===== src/gpp_regs.svh =====
`ifndef GPP_REGS_SVH
`define GPP_REGS_SVH

// ------------------------------------------------------------
// register indexes (byte address = index * 4)
// ------------------------------------------------------------
`define GPP_DR0_IDX   14'h0000
`define GPP_DR1_IDX   14'h0001
`define GPP_DR2_IDX   14'h0002
`define GPP_DR3_IDX   14'h0003
`define GPP_DR4_IDX   14'h0004
`define GPP_RMW_BASE  14'h0010
`define GPP_ODE0_IDX  14'h1f82
`define GPP_ODE3_IDX  14'h1f83
`define GPP_ODE4_IDX  14'h1f84
`define GPP_CR0_IDX   14'h1f86
`define GPP_CR1_IDX   14'h1f87
`define GPP_CR3_IDX   14'h1f89
`define GPP_CR4_IDX   14'h1f8a
`define GPP_NO_IDX    14'h3fff

// ------------------------------------------------------------
// implemented bits and reset values
// ------------------------------------------------------------
`define GPP_MASK0     8'h0f
`define GPP_MASK1     8'hff
`define GPP_MASK2     8'h07
`define GPP_MASK3     8'hff
`define GPP_MASK4     8'hff
`define GPP_DR_RST    8'h00
`define GPP_DR2_RST   8'h07
`define GPP_CR_RST    8'h00
`define GPP_ODE_RST   8'h00

`endif


===== src/gpp_pkg.sv =====
package gpp_pkg;

	localparam int GPP_PORTS = 5;

	typedef logic [GPP_PORTS-1:0][7:0] gpp_bus_t;

	// drive of all port pins, travels together
	typedef struct packed {
		gpp_bus_t out;
		gpp_bus_t oe;
	} gpp_drive_s;

	typedef enum logic [1:0] {
		GPP_VIEW_PIN,
		GPP_VIEW_LATCH,
		GPP_VIEW_REG,
		GPP_VIEW_NONE
	} gpp_view_e;

endpackage : gpp_pkg


===== src/gpp_ports.sv =====
`timescale 1ns/100ps
`default_nettype none
`include "gpp_regs.svh"

// What this block does
// output values held in latches; pin inputs pass unlatched to reads
// software keeps inputs stable or reads them several times
// pin values sampled in the setup cycle of a read
// output latch written in the access cycle of a write
// latch view for read-modify-write class, pin view for data register reads
// first port: four bits, direction resets to input, one selects output
// first port output latch resets to zero
// first port open-drain select resets to tri-state, one selects open-drain
// open-drain ports: read-modify-write reads latch, others read pins
// second port: eight bits, direction and latch reset to zero
// third port: three bits, latch resets to ones; keep one for inputs
// third port read: bits seven to three undefined, read as zero
// falling edge on a third port pin, driven or external, sets interrupt
// in stop mode third port bit zero goes high impedance always
// fourth port: eight bits, direction and latch reset to zero
// fourth port open-drain select resets to zero, one selects open-drain
// software sets fourth port latch to one before pwm drives pins
// software disables emergency stop one before plain use of fourth port
// fifth port direction register at its index, resets to zero
// fifth port open-drain select at its index, resets to zero
// software sets fifth port bit seven to output for timer use
// software uses no read-modify-write on write-only registers
// open-drain drives low on zero and releases on one; tri-state drives latch
module gpp_ports (
	input  wire logic            clock,
	input  wire logic            rst_b,
	input  wire logic            psel,
	input  wire logic            penable,
	input  wire logic            pwrite,
	input  wire logic [15:0]     paddr,
	input  wire logic [31:0]     pwdata,
	input  wire logic [3:0]      pstrb,
	output logic      [31:0]     prdata,
	output logic                 pready,
	output logic                 pslverr,
	input  wire gpp_pkg::gpp_bus_t   pinIn,
	output gpp_pkg::gpp_drive_s      pinDrive,
	input  wire logic            stopMode,
	input  wire logic            stopOutputHoldEnable,
	output logic      [2:0]      extIntSet
);
	import gpp_pkg::*;

	// ------------------------------------------------------------
	// per-port constants
	// ------------------------------------------------------------
	localparam logic [13:0] DR_IDX  [GPP_PORTS] = '{`GPP_DR0_IDX, `GPP_DR1_IDX, `GPP_DR2_IDX,
		`GPP_DR3_IDX, `GPP_DR4_IDX};
	localparam logic [13:0] CR_IDX  [GPP_PORTS] = '{`GPP_CR0_IDX, `GPP_CR1_IDX, `GPP_NO_IDX,
		`GPP_CR3_IDX, `GPP_CR4_IDX};
	localparam logic [13:0] ODE_IDX [GPP_PORTS] = '{`GPP_ODE0_IDX, `GPP_NO_IDX, `GPP_NO_IDX,
		`GPP_ODE3_IDX, `GPP_ODE4_IDX};
	localparam logic [7:0]  MASK    [GPP_PORTS] = '{`GPP_MASK0, `GPP_MASK1, `GPP_MASK2,
		`GPP_MASK3, `GPP_MASK4};
	localparam logic [7:0]  DR_RST  [GPP_PORTS] = '{`GPP_DR_RST, `GPP_DR_RST, `GPP_DR2_RST,
		`GPP_DR_RST, `GPP_DR_RST};

	gpp_bus_t    latch;
	gpp_bus_t    dir;
	gpp_bus_t    openDrain;
	gpp_bus_t    pinMeta;
	gpp_bus_t    pinSync;
	logic [2:0]  thirdPrev;
	logic [13:0] index;
	logic        setupPhase;
	logic        writeTake;
	logic [31:0] readValue;
	logic        readMapped;
	gpp_drive_s  next_drive;

	assign index      = paddr[15:2];
	assign setupPhase = psel & ~penable;
	assign writeTake  = psel & penable & pwrite & pready & pstrb[0];

	// ------------------------------------------------------------
	// pin synchronisers
	// ------------------------------------------------------------
	always_ff @(posedge clock) begin
		if (!rst_b) begin
			pinMeta <= '0;
			pinSync <= '0;
		end else begin
			pinMeta <= pinIn;
			pinSync <= pinMeta;
		end
	end

	// ------------------------------------------------------------
	// output latches, direction and open-drain registers
	// ------------------------------------------------------------
	always_ff @(posedge clock) begin
		if (!rst_b) begin
			for (int p = 0; p < GPP_PORTS; p++) begin
				latch[p] <= DR_RST[p];
			end
		end else if (writeTake) begin
			for (int p = 0; p < GPP_PORTS; p++) begin
				if (index == DR_IDX[p] || index == `GPP_RMW_BASE + 14'(p)) begin
					latch[p] <= pwdata[7:0] & MASK[p];
				end
			end
		end
	end

	always_ff @(posedge clock) begin
		if (!rst_b) begin
			for (int p = 0; p < GPP_PORTS; p++) begin
				dir[p] <= `GPP_CR_RST;
			end
		end else if (writeTake) begin
			for (int p = 0; p < GPP_PORTS; p++) begin
				if (CR_IDX[p] != `GPP_NO_IDX && index == CR_IDX[p]) begin
					dir[p] <= pwdata[7:0] & MASK[p];
				end
			end
		end
	end

	always_ff @(posedge clock) begin
		if (!rst_b) begin
			for (int p = 0; p < GPP_PORTS; p++) begin
				openDrain[p] <= `GPP_ODE_RST;
			end
		end else if (writeTake) begin
			for (int p = 0; p < GPP_PORTS; p++) begin
				if (ODE_IDX[p] != `GPP_NO_IDX && index == ODE_IDX[p]) begin
					openDrain[p] <= pwdata[7:0] & MASK[p];
				end
			end
		end
	end

	// ------------------------------------------------------------
	// read view selection
	// ------------------------------------------------------------
	always_comb begin
		readValue  = '0;
		readMapped = 1'b0;
		for (int p = 0; p < GPP_PORTS; p++) begin
			if (index == DR_IDX[p]) begin
				readValue  = {24'h000000, pinSync[p] & MASK[p]};
				readMapped = 1'b1;
			end
			if (index == `GPP_RMW_BASE + 14'(p)) begin
				readValue  = {24'h000000, latch[p]};
				readMapped = 1'b1;
			end
			if (CR_IDX[p] != `GPP_NO_IDX && index == CR_IDX[p]) begin
				readValue  = {24'h000000, dir[p]};
				readMapped = 1'b1;
			end
			if (ODE_IDX[p] != `GPP_NO_IDX && index == ODE_IDX[p]) begin
				readValue  = {24'h000000, openDrain[p]};
				readMapped = 1'b1;
			end
		end
	end

	// ------------------------------------------------------------
	// apb answer: data sampled in setup, given in access
	// ------------------------------------------------------------
	always_ff @(posedge clock) begin
		if (!rst_b) begin
			pready <= 1'b0;
		end else begin
			pready <= setupPhase;
		end
	end

	always_ff @(posedge clock) begin
		if (!rst_b) begin
			prdata  <= '0;
			pslverr <= 1'b0;
		end else if (setupPhase) begin
			prdata  <= pwrite ? 32'h00000000 : readValue;
			pslverr <= ~readMapped;
		end
	end

	// ------------------------------------------------------------
	// pin drive
	// ------------------------------------------------------------
	always_comb begin
		next_drive = '0;
		for (int p = 0; p < GPP_PORTS; p++) begin
			for (int b = 0; b < 8; b++) begin
				if (MASK[p][b]) begin
					if (p == 2) begin
						next_drive.oe[p][b] = ~latch[p][b];
					end else if (openDrain[p][b]) begin
						next_drive.oe[p][b] = dir[p][b] & ~latch[p][b];
					end else begin
						next_drive.oe[p][b]  = dir[p][b];
						next_drive.out[p][b] = latch[p][b];
					end
					if (stopMode && ((p == 2 && b == 0) || !stopOutputHoldEnable)) begin
						next_drive.oe[p][b] = 1'b0;
					end
				end
			end
		end
	end

	always_ff @(posedge clock) begin
		if (!rst_b) begin
			pinDrive <= '0;
		end else begin
			pinDrive <= next_drive;
		end
	end

	// ------------------------------------------------------------
	// third port falling edge to interrupt latch
	// ------------------------------------------------------------
	always_ff @(posedge clock) begin
		if (!rst_b) begin
			// starts low so the synchronisers filling after reset give no false edge
			thirdPrev <= 3'h0;
			extIntSet <= 3'h0;
		end else begin
			thirdPrev <= pinSync[2][2:0];
			extIntSet <= thirdPrev & ~pinSync[2][2:0];
		end
	end

endmodule : gpp_ports
`default_nettype wire


===== config.mk =====
export PLATFORM = sky130hd
export DESIGN_NAME = gpp_ports
export DESIGN_NICKNAME = d
export VERILOG_FILES = /design/src/gpp_pkg.sv /design/src/gpp_ports.sv
export VERILOG_INCLUDE_DIRS = /design/src
export SDC_FILE = /design/constraint.sdc
export NUM_CORES = 1
export LEC_CHECK = 0
export BUFFER_PORTS_ARGS = -buffer_cell sky130_fd_sc_hd__buf_2
export CAP_MARGIN = 20
export CELL_PAD_IN_SITES_DETAIL_PLACEMENT = 0
export CELL_PAD_IN_SITES_GLOBAL_PLACEMENT = 1
export CORE_ASPECT_RATIO = 2
export CORE_MARGIN = 2
export CORE_UTILIZATION = 30
export CTS_CLUSTER_DIAMETER = 80
export DETAILED_ROUTE_END_ITERATION = 12
export HOLD_SLACK_MARGIN = 0.03
export PLACE_DENSITY_LB_ADDON = 0.1
export SETUP_SLACK_MARGIN = 0.3
export SYNTH_ARGS = -nofsm -noshare
export SYNTH_HDL_FRONTEND = slang
export SYNTH_SLANG_ARGS = --single-unit

===== constraint.sdc =====
create_clock -name clock -period 5.8 [get_ports clock]
set_input_delay 0.58 -clock clock [delete_from_list [all_inputs] [get_ports clock]]
set_output_delay 0.58 -clock clock [all_outputs]
set_load 0.03 [all_outputs]

After elaboration in Yosys (flattened, before gate mapping)
Cells that the tools add are included.
{ "op_classes": {"muxes": 55, "eq_ne": 16, "bitwise_logic": 53, "reduce_logical": 42} }
{ "ops": {"columns": ["operator", "count"], "rows": [
  ["$mux 32", 13],
  ["$eq 14x13->1 const B", 7],
  ["$eq 14x5->1 const B", 5],
  ["$reduce_or 2->1", 22],
  ["$mux 1", 37],
  ["$eq 14x2->1 const B", 2],
  ["$not 1->1", 26],
  ["$and 1x1->1", 25],
  ["$reduce_and 2->1", 12],
  ["$mux 4", 4],
  ["$eq 14x1->1 const B", 1],
  ["$eq 14x3->1 const B", 1],
  ["$logic_not 14->1", 1],
  ["$mux 8", 1],
  ["$logic_or 1x1->1", 5],
  ["$and 3x3->3", 1],
  ["$not 3->3", 1],
  ["$logic_and 1x1->1", 1],
  ["$logic_not 1->1", 1]
]} }
{ "totals": {"reg_bits": 261, "inputBits": 99, "out_inout_bits": 117} }

Depth between registers and ports, before layout
{ "depth": {"depth_word": 19, "depth_mapped": 8, "depth_no_buf": 6} }

Worst setup path after synthesis
No wires, ideal clock.
{ "synth_timing": {"path_type": "input-to-reg", "startpoint": "in paddr[15]", "endpoint": "reg prdata[0]", "path_buffers": 1, "required_ps": 5677, "arrival_ps": 2184, "setup_time_ps": 123, "setup_slack_ps": 3492, "stages": 7, "cell_sequence": "or4_1 > buf_2 > or4_1 > o32ai_1 > a31o_1 > a41oi_1 > a2bb2oi_1"} }
{ "synth_via": {"elab_chain_cells": 19} }
{ "synth_rtl": {"columns": ["element", "line_no", "rtl"], "rows": [
  ["start: declaration", "gpp_ports.sv:35", "input wire logic [15:0] paddr,"],
  ["$logic_not 14->1", "gpp_ports.sv:145", "if (index == DR_IDX[p]) begin"],
  ["$mux 4", "gpp_ports.sv:145", null],
  ["$mux 4", "gpp_ports.sv:149", "if (index == `GPP_RMW_BASE + 14'(p)) begin"],
  ["$mux 4", "gpp_ports.sv:153", "if (CR_IDX[p] != `GPP_NO_IDX && index == CR_IDX[p]) begin"],
  ["$mux 4", "gpp_ports.sv:157", "if (ODE_IDX[p] != `GPP_NO_IDX && index == ODE_IDX[p]) begin"],
  ["$mux 8", "gpp_ports.sv:145", null],
  ["$mux 32", "gpp_ports.sv:149", null],
  ["$mux 32", "gpp_ports.sv:153", null],
  ["[... 3 more ...]", null, null],
  ["$mux 32", "gpp_ports.sv:149", null],
  ["$mux 32", "gpp_ports.sv:153", null],
  ["$mux 32", "gpp_ports.sv:157", null],
  ["$mux 32", "gpp_ports.sv:145", null],
  ["$mux 32", "gpp_ports.sv:149", null],
  ["$mux 32", "gpp_ports.sv:153", null],
  ["$mux 32 (*)", "gpp_ports.sv:157", null],
  ["$mux 32 (*)", "gpp_ports.sv:180", "prdata <= pwrite ? 32'h00000000 : readValue;"],
  ["end signal: assignment", "gpp_ports.sv:180", null],
  ["end: declaration", "gpp_ports.sv:38", "output logic [31:0] prdata,"]
]} }
Every way passes the cells marked *; elsewhere a longest branch is shown, timed or not.
A chain may end at the register's enable or synchronous reset.

Worst setup path after layout
{ "layout_timing": {"startpoint": "in paddr[10]", "endpoint": "reg prdata[2]"} }
The elaborated chain is that of the path after synthesis.

==> impl_metrics.py <==
metrics = {
    "sta": {
        "slew-limit-headroom_pct": 28.72,
        "slew_violations": 0,
        "finalSetupTns_ns": 0,
        "whs_ns": 0.2423,
        "clock.fmax_mhz": 347.6,
        "rsz0062_at_grt": "false",
        "finalHoldViolations": 0,
        "finalCritPeriodShare_pct": 49.59,
        "finClkSkew_ns": 0.008620,
        "finalSetupViolations": 0,
        "worst_slew_pin_slew_ns": 1.042,
        "fin_crit_ns": 2.876,
    },
    "synth": {
        "yosys_warnings": 0,
        "syn_area_per_cell_um2": 9.318,
        "yosysTopAreaCell": "dfxtp_1",
        "yosysSeqAreaShare_pct": 50.50,
        "ys_top_cells_by_count": "dfxtp_1, nand2_1, nor2_1, and2_1, mux2i_1",
        "synth_edf_count": 0,
        "synthArstFlopShare_pct": 0,
        "synth_cells": 919,
        "ys_ff_latch": 216,
        "synth_cell_types": 63,
        "synth_flop_cell": "dfxtp_1",
        "yosys-top-cells-area": "dfxtp_1, mux2i_1, and2_1",
        "synth.most_common_cell": "dfxtp_1",
        "synth.cell_area_um2": 8563,
        "synth_top_area_share_pct": 50.50,
    },
    "global_routing": {
        "antenna_found_initial": 0,
        "grt_max_degree": 94,
        "grt_util_all_layers_pct": 18.29,
        "grt_pass1_vias": 6467,
        "overflow": 0,
        "grt_pass1_wl_um": 40550,
    },
    "worst_setup_path": {
        "worstPathArrival_ns": 3.33,
        "start_kind": "primary input",
        "crit_fanout": 12,
        "endpoint_kind": "flop",
        "required_ns": 6.25,
        "path_class": "in -> reg",
    },
    "floorplan": {
        "core.rowCount": 87,
        "core_area_um2": 28190,
        "die_h_um": 242.9,
        "initial_core_util_pct": 30.37,
        "die-area_um2": 29990,
        "dieWidth_um": 123.5,
        "io_pins": 216,
    },
    "clock_tree": {
        "clk_pin_slew_ns": 0.07,
        "cts_buffer_depth": 3,
        "cts_hold_buf": 0,
        "htreeDepth": 1,
        "tritoncts": "done",
        "cts.sinks": 216,
        "root_buffer": "clkbuf_16",
        "post_cts_resized": 0,
        "cts_made_buffers": 21,
        "clk_latency_ns": 0.52,
        "cts_setup_buffers": 0,
    },
    "finish": {
        "final_nets": 1123,
        "syn2layout_area_growth_pct": 17.52,
        "n_fill_cell": 3021,
        "drive_gt1_share_pct": 18.90,
        "antennaDiodeCount": 0,
        "regArea_um2": 4324,
        "multiInputGateArea_um2": 3839,
    },
    "route": {
        "dr.pass1.iters": 5,
        "ant_nets": 0,
        "drc": 0,
        "wl_per_cell_um": 19.72,
        "vias": 6658,
        "drtIter0Drc": 299,
        "vias_per_cell": 4.780,
        "drt_wl_total_um": 27470,
    },
    "outcome": {
        "outcome": "finished, final reports clean",
    },
    "pwr": {
        "p_leak_uw": 0.004097,
        "vdd_drop_max_v": 0.0001562,
        "power_density_nw_per_um2": 311.5,
    },
    "flow_run": {
        "drv_cap": 0,
    },
    "placed_design": {
        "portBuffers": 132,
        "place_congestion": 0.8559,
        "dp_hpwl_um": 19900,
    },
    "hold_path": {
        "min_path_type": "in -> reg",
    },
}
## worst paths after layout
check | cells past startpoint | to | slack [ns] | startpoint
setup / recovery | 7 | prdata[2] | 2.92 | paddr[10]
hold / removal | 2 | pinDrive[16] | 0.24 | stopMode
setup reg to reg | 6 | dir[0] | 3.53 | pready
hold reg to reg | 1 | pinSync[9] | 0.43 | pinMeta[9]
## per-layer routing
layer / GRT usage (%) / routed length, µm / share of wire (%) / vias to the layer above
li1: - / - / - / 3278
met1: 20.39 / 10430 / 38 / 3165
met2: 34.13 / 15070 / 55 / 181
met3: 2.021 / 1053 / 3.8 / 34
met4: 7.386 / 921 / 3.4 / 0
met5: 0 / 0 / 0 / -
## placed cells by master, fill, tap and decap left out, drive strengths merged, types with 3 or more instances in the layout
cell,count
nand4,8
a221oi,8
bufinv,4
nor2b,12
a31oi,5
or4,6
conb,45
mux2i,60
nor3,7
a21oi,47
nor3b,6
dfxtp,216
o211ai,4
a22oi,4
nand3,28
nor4,10
clkinv,6
clkbuf,24
o221ai,5
nand2,97
o21a,3
o21ai,29
and3,25
buf,139
o31ai,4
nor2,91
a41oi,3
o22ai,6
nand2b,7
inv,6
and2,84
nor4b,3
mux2,4
## layout make-up
class / instances / area share [%]
Clock inverter: 12 / 1.716
Timing Repair Buffer: 139 / 7.087
Inverter: 6 / 0.2238
Tap cell: 356 / 4.426
Multi-Input combinational cell: 640 / 38.14
Sequential cell: 216 / 42.97
Clock buffer: 24 / 5.433
## kinds of logic (layout without fill, tap and decap cells)
| group | Yosys count | after routing | share of synthesized area [%] |
|---|---|---|---|
| AO/OA/AOI/OAI | 139 | 139 | 10.33 |
| buffers and inverters | 107 | 181 | 6.838 |
| flip-flops | 216 | 216 | 50.50 |
| multiplexers | 64 | 64 | 7.539 |
| other | 1 | 45 | 0.04379 |
| AND/OR/NAND/NOR | 392 | 392 | 24.75 |
## power breakdown
| group | switching [µW] | internal (µW) | total [µW] | leakage (µW) |
|---|---|---|---|---|
| Clock | 595 | 858 | 1450 | 0.000349 |
| Sequential | 7.23 | 1500 | 1510 | 0.00175 |
| Combinational | 129 | 42.4 | 171 | 0.00199 |
## through the flow
stage                     instances  setup slack (ns)  total power, µW  area [µm²]  util (%)
after floorplan                 963             3.492             1678        8728         -
after global routing           1393             2.782             3243       10060     35.69
after detailed placement       1357             2.407             1718        9344     33.14
after CTS                      1393             2.964             3184       10060     35.69
after global placement         1357             2.421             1718        9344     33.14
final                          1393             2.924             3135       10060     35.69
## sequential cells by signal, summed over array words and instances, names as in the netlist
| register | cells |
|---|---|
| pready | 1 |
| pslverr | 1 |
| openDrain | 20 |
| pinDrive | 59 |
| extIntSet | 3 |
| latch | 31 |
| thirdPrev | 3 |
| prdata | 8 |
| dir | 28 |
| pinSync | 31 |
| pinMeta | 31 |
## critical path, cell delays in order
cell and delay [ns]:
buf_2 0.12, or4_1 0.58, nor3_2 0.79, nand2_1 0.10, a2111oi_0 0.90, a311oi_1 0.09
a21oi_1 0.16
Note: power is estimated with default switching activity, not from simulation.
